===== src/verilog/dtc_defs.vh =====
/*
  constants for the dual timer/counter block: register offsets, field
  positions, mode codes, prescale codes and divider counts.
  assumes inclusion by bare name from the design files under verilog/.
*/
`ifndef DTC_DEFS_VH
`define DTC_DEFS_VH

// special function register offsets
`define DTC_ADDR_CONTROL   8'h88
`define DTC_ADDR_MODE      8'h89
`define DTC_ADDR_T0_LOW    8'h8A
`define DTC_ADDR_T1_LOW    8'h8B
`define DTC_ADDR_T0_HIGH   8'h8C
`define DTC_ADDR_T1_HIGH   8'h8D
`define DTC_ADDR_CLK_CFG   8'h8E

`define DTC_RESET_BYTE     8'h00

// clock config fields
`define DTC_CK_T3H         7
`define DTC_CK_T3L         6
`define DTC_CK_T2H         5
`define DTC_CK_T2L         4
`define DTC_CK_T1          3
`define DTC_CK_T0          2
`define DTC_CK_DIV_HI      1
`define DTC_CK_DIV_LO      0

// control register fields (timer bits only are stored here)
`define DTC_CT_TF1         7
`define DTC_CT_TR1         6
`define DTC_CT_TF0         5
`define DTC_CT_TR0         4

// mode register fields
`define DTC_MD_TIMER1_GATE_ENABLE       7
`define DTC_MD_CSEL1       6
`define DTC_MD_M1_HI       5
`define DTC_MD_M1_LO       4
`define DTC_MD_TIMER0_GATE_ENABLE       3
`define DTC_MD_CSEL0       2
`define DTC_MD_M0_HI       1
`define DTC_MD_M0_LO       0

// timer modes
`define DTC_MODE_13BIT     2'b00
`define DTC_MODE_16BIT     2'b01
`define DTC_MODE_RELOAD    2'b10
`define DTC_MODE_SPLIT     2'b11

// prescale choices
`define DTC_DIV_BY12       2'b00
`define DTC_DIV_BY4        2'b01
`define DTC_DIV_BY48       2'b10
`define DTC_DIV_EXT8       2'b11

// terminal counts (divisor minus one)
`define DTC_CNT_BY12       6'h0B
`define DTC_CNT_BY4        6'h03
`define DTC_CNT_BY48       6'h2F
`define DTC_CNT_EXT8       6'h07

`define DTC_LOW5_MAX       5'h1F
`define DTC_BYTE_MAX       8'hFF
`define DTC_WORD_MAX       16'hFFFF

`endif


===== src/verilog/dtc_prescaler.v =====
/*
  timer 0/1 prescaler: one-cycle tick at system clock /12, /4, /48, or
  external clock /8. assumes the external clock input is a raw pin level;
  it is synchronised here and its rising edges are counted.
*/
`timescale 1ns/1ns
`include "dtc_defs.vh"

module dtc_prescaler (
  input  wire       clk,
  input  wire       rstn,
  input  wire [1:0] clock_divider_choice,
  input  wire       ext_clock,
  output reg        tick
);

  reg  [5:0] count;
  reg  [5:0] limit;
  reg        ext_meta;
  reg        ext_sync;
  reg        ext_prev;
  wire       ext_mode;
  wire       step;

  assign ext_mode = (clock_divider_choice == `DTC_DIV_EXT8);
  // external mode advances only on synchronised rising edges
  assign step = ext_mode ? (ext_sync & ~ext_prev) : 1'b1;

  always @* begin
    case (clock_divider_choice)
      `DTC_DIV_BY12: limit = `DTC_CNT_BY12;
      `DTC_DIV_BY4:  limit = `DTC_CNT_BY4;
      `DTC_DIV_BY48: limit = `DTC_CNT_BY48;
      default:       limit = `DTC_CNT_EXT8;
    endcase
  end

  always @(posedge clk) begin
    if (!rstn) begin
      ext_meta <= 1'b0;
      ext_sync <= 1'b0;
      ext_prev <= 1'b0;
      count    <= 6'h00;
      tick     <= 1'b0;
    end else begin
      ext_meta <= ext_clock;
      ext_sync <= ext_meta;
      ext_prev <= ext_sync;
      tick     <= 1'b0;
      if (step) begin
        // >= guards against a choice change leaving count past limit
        if (count >= limit) begin
          count <= 6'h00;
          tick  <= 1'b1;
        end else begin
          count <= count + 6'h01;
        end
      end
    end
  end

endmodule // dtc_prescaler


===== src/verilog/dtc_timer01.v =====
/*
  two 8051-style counter/timers plus the shared clock configuration
  register. registers are reached on a simple special-function bus
  (address, write strobe, data in, read data out).
  assumes count and gate pins are synchronous level inputs; the
  interrupt controller supplies vector acknowledge pulses.
*/
`timescale 1ns/1ns
`include "dtc_defs.vh"

////////////////////////////////////////////////////////////////////////
// Function
// prescale choice gives tick at clk/12, /4, /48, or external clock/8
// clock config bit 3 picks timer 1 clock, ignored in counter mode
// clock config bit 2 picks timer 0 clock, ignored in counter mode
// bits 7 and 6 drive timer 3 high and low clock selects
// bits 5 and 4 drive timer 2 high and low clock selects
// 13-bit mode: high byte upper eight bits, low bits 4..0 lower five
// 13-bit wrap 1FFF to 0 sets overflow flag, interrupt if enabled
// count-select 1 counts pin falling edges, else configured clock
// count when run bit set and gate off or gate input active
// setting run bit leaves count alone; software preloads it
// timer 1 mirrors timer 0 with its own bits and gate input one
// 16-bit mode counts full word, same enable and clocking
// reload mode: low byte wraps, flag set, reloaded from high byte
// software preloads low byte before enabling reload mode
// split mode: timer 0 low byte is full counter/timer on timer 0 bits
// split high byte: timer only, timer 1 run bit and flag
// timer 1 mode 3 holds its count
// timer 0 split: timer 1 no pin counting, no flag, pulse still out
// timer 0 split: timer 1 runs by mode field alone
// mode field 00 13-bit, 01 16-bit, 10 reload, 11 split or off
// overflow flags cleared by software or on interrupt vectoring
// count pin levels must hold two system clock cycles
// pins sampled on clk; falling edges give one increment per cycle
module dtc_timer01 (
  input  wire       clk,
  input  wire       rstn,
  input  wire [7:0] sfr_addr,
  input  wire       sfr_write,
  input  wire [7:0] sfr_wdata,
  output reg  [7:0] sfr_rdata,
  input  wire       timer_zero_count_pin,
  input  wire       timer_one_count_pin,
  input  wire       ext_gate_input_zero,
  input  wire       ext_gate_input_one,
  input  wire       gate_zero_polarity,
  input  wire       gate_one_polarity,
  input  wire       ext_clock,
  input  wire       timer0_irq_enable,
  input  wire       timer1_irq_enable,
  input  wire       timer0_vector_ack,
  input  wire       timer1_vector_ack,
  output wire       timer0_irq,
  output wire       timer1_irq,
  output reg        timer1_overflow_pulse,
  output wire       timer3_high_clock_choice,
  output wire       timer3_low_clock_choice,
  output wire       timer2_high_clock_choice,
  output wire       timer2_low_clock_choice
);

  reg  [7:0] timer_clock_config;
  reg  [7:0] timer_mode_reg;
  reg        timer0_run_bit;
  reg        timer1_run_bit;
  reg        timer0_overflow_flag;
  reg        timer1_overflow_flag;
  reg  [7:0] timer0_low_byte;
  reg  [7:0] timer0_high_byte;
  reg  [7:0] timer1_low_byte;
  reg  [7:0] timer1_high_byte;
  wire [1:0] gate_sync;
  wire       presc_tick;
  wire [1:0] pin_fall;

  ////////////////////////////////////////////////////////////////////
  // prescaler

  dtc_prescaler u_presc (
    .clk                  (clk),
    .rstn                 (rstn),
    .clock_divider_choice (timer_clock_config[`DTC_CK_DIV_HI:`DTC_CK_DIV_LO]),
    .ext_clock            (ext_clock),
    .tick                 (presc_tick)
  );

  assign timer3_high_clock_choice = timer_clock_config[`DTC_CK_T3H];
  assign timer3_low_clock_choice  = timer_clock_config[`DTC_CK_T3L];
  assign timer2_high_clock_choice = timer_clock_config[`DTC_CK_T2H];
  assign timer2_low_clock_choice  = timer_clock_config[`DTC_CK_T2L];

  ////////////////////////////////////////////////////////////////////
  // pin sampling; pins are synchronous so one register stage suffices

  genvar gi;
  generate
    for (gi = 0; gi < 2; gi = gi + 1) begin : g_pins
      wire pin_in;
      wire gate_in;
      // per-pin stages live here so each flop has a single driving process
      reg  pin_sync;
      reg  pin_prev;
      reg  gate_seen;
      assign pin_in  = (gi == 0) ? timer_zero_count_pin : timer_one_count_pin;
      assign gate_in = (gi == 0) ? (ext_gate_input_zero ~^ gate_zero_polarity)
                                 : (ext_gate_input_one ~^ gate_one_polarity);
      always @(posedge clk) begin
        if (!rstn) begin
          // idle-high reset level, so no false edge after reset
          pin_sync  <= 1'b1;
          pin_prev  <= 1'b1;
          gate_seen <= 1'b0;
        end else begin
          pin_sync  <= pin_in;
          pin_prev  <= pin_sync;
          gate_seen <= gate_in;
        end
      end
      // at most one edge per cycle, so at most one increment
      assign pin_fall[gi]  = pin_prev & ~pin_sync;
      assign gate_sync[gi] = gate_seen;
    end
  endgenerate

  ////////////////////////////////////////////////////////////////////
  // count enables

  // one clock source choice: pin edge, system clock, or prescaled tick
  function clock_step;
    input count_sel;
    input sys_sel;
    input pin_edge;
    input tick;
    begin
      if (count_sel)
        clock_step = pin_edge;
      else
        clock_step = sys_sel | tick;
    end
  endfunction

  // run and gate qualification
  function run_ok;
    input run;
    input gate_en;
    input gate_active;
    begin
      run_ok = run & (~gate_en | gate_active);
    end
  endfunction

  wire [1:0] mode0 = timer_mode_reg[`DTC_MD_M0_HI:`DTC_MD_M0_LO];
  wire [1:0] mode1 = timer_mode_reg[`DTC_MD_M1_HI:`DTC_MD_M1_LO];
  wire       split = (mode0 == `DTC_MODE_SPLIT);

  wire t0_step = run_ok(timer0_run_bit, timer_mode_reg[`DTC_MD_TIMER0_GATE_ENABLE], gate_sync[0]) &
                 clock_step(timer_mode_reg[`DTC_MD_CSEL0],
                            timer_clock_config[`DTC_CK_T0], pin_fall[0], presc_tick);
  // split high byte: timer only, run by timer 1 run bit
  wire th0_step = timer1_run_bit &
                  clock_step(1'b0, timer_clock_config[`DTC_CK_T0], 1'b0, presc_tick);
  // with timer 0 split, timer 1 runs by mode alone and never from its pin
  wire t1_step_n = run_ok(timer1_run_bit, timer_mode_reg[`DTC_MD_TIMER1_GATE_ENABLE], gate_sync[1]) &
                   clock_step(timer_mode_reg[`DTC_MD_CSEL1],
                              timer_clock_config[`DTC_CK_T1], pin_fall[1], presc_tick);
  wire t1_step_s = clock_step(1'b0, timer_clock_config[`DTC_CK_T1], 1'b0, presc_tick);
  wire t1_step   = (mode1 != `DTC_MODE_SPLIT) & (split ? t1_step_s : t1_step_n);

  ////////////////////////////////////////////////////////////////////
  // shared counting function per mode: returns {wrap, high, low}

  function [16:0] advance;
    input [1:0] mode;
    input [7:0] lo;
    input [7:0] hi;
    reg   [15:0] word;
    begin
      word = 16'h0000;
      case (mode)
        `DTC_MODE_13BIT: begin
          // upper low bits kept as-is; software masks them
          if (lo[4:0] == `DTC_LOW5_MAX)
            advance = {(hi == `DTC_BYTE_MAX), hi + 8'h01, lo[7:5], 5'h00};
          else
            advance = {1'b0, hi, lo[7:5], lo[4:0] + 5'h01};
        end
        `DTC_MODE_16BIT: begin
          word    = {hi, lo} + 16'h0001;
          advance = {({hi, lo} == `DTC_WORD_MAX), word};
        end
        `DTC_MODE_RELOAD: begin
          if (lo == `DTC_BYTE_MAX)
            advance = {1'b1, hi, hi};
          else
            advance = {1'b0, hi, lo + 8'h01};
        end
        default: begin // split low byte: plain 8-bit
          advance = {(lo == `DTC_BYTE_MAX), hi, lo + 8'h01};
        end
      endcase
    end
  endfunction

  wire [16:0] t0_next  = advance(mode0, timer0_low_byte, timer0_high_byte);
  wire [16:0] t1_next  = advance(mode1, timer1_low_byte, timer1_high_byte);
  wire        t0_wrap  = t0_step & t0_next[16];
  wire        th0_wrap = split & th0_step & (timer0_high_byte == `DTC_BYTE_MAX);
  wire        t1_wrap  = t1_step & t1_next[16];

  function is_addr;
    input [7:0] addr;
    input [7:0] want;
    begin
      is_addr = sfr_write & (addr == want);
    end
  endfunction

  wire wr_ctl = is_addr(sfr_addr, `DTC_ADDR_CONTROL);

  ////////////////////////////////////////////////////////////////////
  // configuration, mode and run bits

  always @(posedge clk) begin
    if (!rstn) begin
      timer_clock_config <= `DTC_RESET_BYTE;
      timer_mode_reg     <= `DTC_RESET_BYTE;
      timer0_run_bit     <= 1'b0;
      timer1_run_bit     <= 1'b0;
    end else begin
      if (is_addr(sfr_addr, `DTC_ADDR_CLK_CFG))
        timer_clock_config <= sfr_wdata;
      if (is_addr(sfr_addr, `DTC_ADDR_MODE))
        timer_mode_reg <= sfr_wdata;
      if (wr_ctl) begin
        // run bits only gate counting; counts untouched
        timer0_run_bit <= sfr_wdata[`DTC_CT_TR0];
        timer1_run_bit <= sfr_wdata[`DTC_CT_TR1];
      end
    end
  end

  ////////////////////////////////////////////////////////////////////
  // timer 0 word; software write beats a same-cycle count

  always @(posedge clk) begin
    if (!rstn) begin
      timer0_low_byte  <= `DTC_RESET_BYTE;
      timer0_high_byte <= `DTC_RESET_BYTE;
    end else begin
      if (t0_step) begin
        timer0_low_byte <= t0_next[7:0];
        if (!split)
          timer0_high_byte <= t0_next[15:8];
      end
      // split high byte has its own step, so the two halves never race
      if (split && th0_step)
        timer0_high_byte <= timer0_high_byte + 8'h01;
      if (is_addr(sfr_addr, `DTC_ADDR_T0_LOW))
        timer0_low_byte <= sfr_wdata;
      if (is_addr(sfr_addr, `DTC_ADDR_T0_HIGH))
        timer0_high_byte <= sfr_wdata;
    end
  end

  ////////////////////////////////////////////////////////////////////
  // timer 1 word and its overflow pulse

  always @(posedge clk) begin
    if (!rstn) begin
      timer1_low_byte       <= `DTC_RESET_BYTE;
      timer1_high_byte      <= `DTC_RESET_BYTE;
      timer1_overflow_pulse <= 1'b0;
    end else begin
      if (t1_step) begin
        timer1_low_byte  <= t1_next[7:0];
        timer1_high_byte <= t1_next[15:8];
      end
      if (is_addr(sfr_addr, `DTC_ADDR_T1_LOW))
        timer1_low_byte <= sfr_wdata;
      if (is_addr(sfr_addr, `DTC_ADDR_T1_HIGH))
        timer1_high_byte <= sfr_wdata;
      // overflow to baud and converter logic, even when split
      timer1_overflow_pulse <= t1_wrap;
    end
  end

  ////////////////////////////////////////////////////////////////////
  // flags: hardware set wins over software or vector clear

  always @(posedge clk) begin
    if (!rstn) begin
      timer0_overflow_flag <= 1'b0;
      timer1_overflow_flag <= 1'b0;
    end else begin
      if (t0_wrap)
        timer0_overflow_flag <= 1'b1;
      else if (timer0_vector_ack)
        timer0_overflow_flag <= 1'b0;
      else if (wr_ctl)
        timer0_overflow_flag <= sfr_wdata[`DTC_CT_TF0];

      // a split timer 1 wrap only pulses; only the timer 0 high byte raises the flag
      if (th0_wrap || (t1_wrap && !split))
        timer1_overflow_flag <= 1'b1;
      else if (timer1_vector_ack)
        timer1_overflow_flag <= 1'b0;
      else if (wr_ctl)
        timer1_overflow_flag <= sfr_wdata[`DTC_CT_TF1];
    end
  end

  assign timer0_irq = timer0_overflow_flag & timer0_irq_enable;
  assign timer1_irq = timer1_overflow_flag & timer1_irq_enable;

  ////////////////////////////////////////////////////////////////////
  // read data, registered; unmapped addresses read zero

  always @(posedge clk) begin
    if (!rstn) begin
      sfr_rdata <= `DTC_RESET_BYTE;
    end else begin
      case (sfr_addr)
        `DTC_ADDR_CONTROL: sfr_rdata <= {timer1_overflow_flag, timer1_run_bit,
                                         timer0_overflow_flag, timer0_run_bit, 4'h0};
        `DTC_ADDR_MODE:    sfr_rdata <= timer_mode_reg;
        `DTC_ADDR_T0_LOW:  sfr_rdata <= timer0_low_byte;
        `DTC_ADDR_T1_LOW:  sfr_rdata <= timer1_low_byte;
        `DTC_ADDR_T0_HIGH: sfr_rdata <= timer0_high_byte;
        `DTC_ADDR_T1_HIGH: sfr_rdata <= timer1_high_byte;
        `DTC_ADDR_CLK_CFG: sfr_rdata <= timer_clock_config;
        default:           sfr_rdata <= `DTC_RESET_BYTE;
      endcase
    end
  end

endmodule // dtc_timer01

===== config.mk =====
export PLATFORM = sky130hd
export DESIGN_NAME = dtc_timer01
export DESIGN_NICKNAME = d
export VERILOG_FILES = /design/src/verilog/dtc_prescaler.v /design/src/verilog/dtc_timer01.v
export VERILOG_INCLUDE_DIRS = /design/src /design/src/verilog
export SDC_FILE = /design/constraint.sdc
export NUM_CORES = 1
export LEC_CHECK = 0
export BUFFER_PORTS_ARGS = -buffer_cell sky130_fd_sc_hd__buf_2
export CORE_AREA = 2 2 93 95
export CTS_BUF_LIST = sky130_fd_sc_hd__clkbuf_4
export DETAILED_ROUTE_END_ITERATION = 8
export DIE_AREA = 0 0 95 97
export HOLD_SLACK_MARGIN = 0.05
export PLACE_DENSITY = 0.93
export SYNTH_ARGS = -nofsm -noshare
export SYNTH_HDL_FRONTEND = slang
export SYNTH_SLANG_ARGS = --single-unit

===== constraint.sdc =====
create_clock -name clk -period 2.6 [get_ports clk]
set_clock_uncertainty 0.05 [all_clocks]
set_input_delay 0 -clock clk [delete_from_list [all_inputs] [get_ports clk]]
set_output_delay 0 -clock clk [all_outputs]
set_load 0.05 [all_outputs]

==> impl_results.md <==
* Status: finished clean
* Setup repair after global routing missed its margin: false
* Max incr delay on CP at ~0.51 ns
* Share of total power in combinational logic at just over 8%
* Critical Path, Cell by Cell: ha_2 > and3_2 > ha_1 > o21ba_2 > a31oi_2 > a21o_1 > or4_1 > a31oi_1
* Warnings, synthesis at 0
* Fraction of the yosys area taken by sequential cells at 30.76%
* Worst hold path endpoint: timer1_low_byte[5]$_SDFFE_PN0P_
* Router iterations before antenna repair at 7
* Clock period minus final worst setup slack at between 2 and 2.5 ns
* Vias in the first global route at 5,247
* Clock network fraction of total power at between 30% and 40%
* Pin slew with the least headroom to its limit at 0.6940 ns
* Number of synthesized flops with an enable pin at 0
* Final WS setup at 0.1733 ns
* Pleak at ~2.2 nW
* Sequential share of power at 54.0%
* Slowest library cell on the worst path: sky130_fd_sc_hd__or4_1
* Root buffer cell: sky130_fd_sc_hd__clkbuf_4
* Syn_nets at around 650
* Critical path endpoint category: flop
* Remaining design rule violation count at 0
* Net count, final at 707
* Routed vias/inst at around 7.0
* Number of top-level design ports at 45
* CP startpoint kind: flop
* Placer congestion estimate at between 0.9 and 1
* Layout cells sized above 1 at 17.26%
* Number of max-slew violations in the final report at 0
* Final setup violating endpoints at 0
* Yosys top cell area share at 30.76%
* Fin. Hold Viols at 0
* Launch point of the worst reg-to-reg path: timer0_low_byte[0]$_SDFFE_PN0P_
* Switching share of total power at ~29%
* WL final at between 15,000 and 20,000 µm
* Non-filler instance count after layout at 777
* Worst Path Required at 2.93 ns
* Total number of clock tree sinks at 77
* Worst hold path cell count at 3
* Ant diodes at 0
* First-pass GRT wire length at around 27,000 µm
* Combined area of all synthesized cells at 0.005011 mm²
* Placed standard-cell area at approximately 0.0053 mm²
* Slew headroom at 53.63%
* Register-to-register path setup slack at approximately 0.17 ns
* Worst reg2reg path depth at 8
* Global routing usage summed across all routing layers at a little under two fifths
* Number of vias after detailed routing at about 5,400
* Initial antenna violation count at 0
* Number of instances in the synthesized netlist at about 610
* Vert. Die Dim at 97 µm
* Number of rows in the core area at 33
* Ys async rst share at 0%
* Largest driver fanout on the critical path at 7
* Dominant cells by area after synthesis: sky130_fd_sc_hd__dfxtp_1 31%, sky130_fd_sc_hd__nand2_1 4.3%, sky130_fd_sc_hd__mux2i_1 4.0%
* Post-route core utilization at between 60 and 70%
* Clock latency on the worst-skew pair at 0.46 ns
* Pre-CTS setup slack at about 0.14 ns
* Largest net degree at the start of global routing at 29
* Reg2reg end: timer0_high_byte[4]$_SDFFE_PN0P_
* Routed length per placed instance at 21.27 µm
* Fin Hold WS at approximately 0.09 ns
* Number of distinct library cells after synthesis at 85
* Aggregate global routing overflow at 0
* Setup tns final at 0 ns
* Area of the core at between 0.008 and 0.009 mm²
* Pwr/cell area at between 300 and 400 mW/mm²
* Clock slew at the register clock pins of the worst setup and hold paths at between 0.15 and 0.2 ns
* Internal power of the cells at roughly 1.6 mW
* Maximum resistive drop on vdd at 0.2047 mV
* Cell type with the largest total area after synthesis: sky130_fd_sc_hd__dfxtp_1
* Count of buffers inserted at the top-level ports at 44
* Top_reg_cell synth: sky130_fd_sc_hd__dfxtp_1
* Switching power at between 0.6 and 0.7 mW
* Half-perimeter wire length of the detailed placement result at 11,190 µm
* Clock tree from TritonCTS: yes
* WP data arrival at 2.76 ns
* Finished Cell Area at 0.005678 mm²
* Maximum clock frequency at 412.1 MHz
* Max-Cap Viols at 0
* Power consumption at between 2 and 2.5 mW
* Number of violations reported at the end of detailed-routing iteration 0 at around 910
* Final antenna-violating net count at 0
* Count of H-tree levels built during CTS at 3
* Die Wd at roughly 95 µm
* Syn avg cell area at roughly 8 µm²
* TritonCTS buffer count at 9
* Initial core utilization at 61.61%
* Final critical-path share of the clock period at approximately 93%
* Startpoint of the worst hold path: sfr_addr[3]
* Total Die Area at between 0.009 and 0.01 mm²
* Number of synthesized register bits at a little under 80
* Synthesis-to-layout area growth at 13.31%
* Longest Clk Path Bufs at 2
* Class of the most critical setup path: flop to flop
* Cell Count Post-Placement at approximately 740
* Classification of the worst-slack hold path: input port to flop
layout make-up:
| type | instances | area [µm²] |
|---|---|---|
| Clock buffer | 9 | 67.56 |
| Clock inverter | 7 | 88.84 |
| Fill cell | 591 | 2456 |
| Inverter | 20 | 75.07 |
| Multi-Input combinational cell | 479 | 3218 |
| Sequential cell | 77 | 1544 |
| Tap cell | 105 | 131.4 |
| Timing Repair Buffer | 80 | 553.0 |
worst max-delay path by stage:
| stage | startpoint | endpoint | slack, ns | cells after the start |
|---|---|---|---|---|
| 2_1_floorplan | timer0_low_byte[0]$_SDFFE_PN0P_ | timer0_high_byte[4]$_SDFFE_PN0P_ | 0.40 | 8 |
| 3_3_place_gp | timer0_low_byte[0]$_SDFFE_PN0P_ | timer0_high_byte[4]$_SDFFE_PN0P_ | 0.26 | 8 |
| 3_5_place_dp | timer0_low_byte[0]$_SDFFE_PN0P_ | timer0_high_byte[4]$_SDFFE_PN0P_ | 0.14 | 8 |
| 4_1_cts | timer0_low_byte[0]$_SDFFE_PN0P_ | timer0_high_byte[4]$_SDFFE_PN0P_ | 0.09 | 8 |
| 5_1_grt | timer0_low_byte[0]$_SDFFE_PN0P_ | timer0_high_byte[4]$_SDFFE_PN0P_ | 0.06 | 8 |
| 6_report | timer0_low_byte[0]$_SDFFE_PN0P_ | timer0_high_byte[4]$_SDFFE_PN0P_ | 0.17 | 8 |
routing by layer:
| metal | global-route usage (%) | part of all wire (%) | vias to the layer above |
|---|---|---|---|
| met3 | 10.36 | 13 | 96 |
| met5 | 0 | 0 | - |
| met1 | 48.95 | 38 | 2517 |
| met2 | 55.05 | 45 | 426 |
| met4 | 17.39 | 5.1 | 0 |
| li1 | - | - | 2405 |
power by group through the flow:
stage,registers (mW),clock network (mW),logic (mW)
3_5_place_dp,1.23,0,0.144
5_1_grt,1.20,0.885,0.192
2_1_floorplan,1.22,0,0.0804
4_1_cts,1.20,0.833,0.174
6_report,1.20,0.842,0.182
3_3_place_gp,1.23,0,0.139
logic make-up after synthesis:
logic type	Yosys count	synth area share, %
adders and majority gates	10	2.497
xor gates and xnor gates	12	2.097
AOI/OAI and AO/OA	167	23.92
muxes	29	6.691
buffers and inverters	57	5.068
DFF	77	30.76
and+or+nand+nor	261	28.96
cells in the mapped netlist (all sizes together), types with 4 or more instances:
cell    instances
a21oi          34
nand3          37
nand2b         11
nand2          59
inv            20
xnor2           4
nand4          15
buf            19
mux2i          20
a31oi          13
nor3           18
a21o            6
o32ai           5
a211oi          8
or4             4
and2           10
ha             10
and3           12
nor3b          12
dfxtp          77
o21ai          32
o221ai          4
nor2           53
a221oi          5
xor2            8
mux2            6
clkbuf         18
and3b           5
o211ai         10
nor2b           7
a211o           5
nor4            9
critical path: cells and delay by family (launching register included):
kind                     cells  cell delay (ns)
adder cells (fa/ha/maj)      2             0.45
AND/OR/NAND/NOR              2             0.70
AO/OA/AOI/OAI                4             0.70
flip-flops                   1             0.44
timing repair:
action,in CTS,in global routing
hold buffers,25,0
endpoints found under the setup margin,0,7
gates resized for setup,0,3
hold endpoints to repair,62,0
buffers inserted,0,0
placed cells by master, fill, tap and decap left out, drive strengths merged, types with 4 or more instances in the layout:
master,Yosys,layout
a211o,5,5
a211oi,8,8
a21o,6,6
a21oi,34,34
a221oi,5,5
a31oi,13,13
and2,10,10
and3,12,12
and3b,5,5
buf,19,55
clkbuf,18,9
dfxtp,77,77
dlygate4sd3,0,25
ha,10,10
inv,20,25
mux2,6,6
mux2i,20,20
nand2,59,59
nand2b,11,11
nand3,37,37
nand4,15,15
nor2,53,53
nor2b,7,7
nor3,18,18
nor3b,12,12
nor4,9,9
o211ai,10,10
o21ai,32,32
o221ai,4,4
o32ai,5,5
or4,4,4
xnor2,4,4
xor2,8,8
Power figures use the tool's default switching activity.
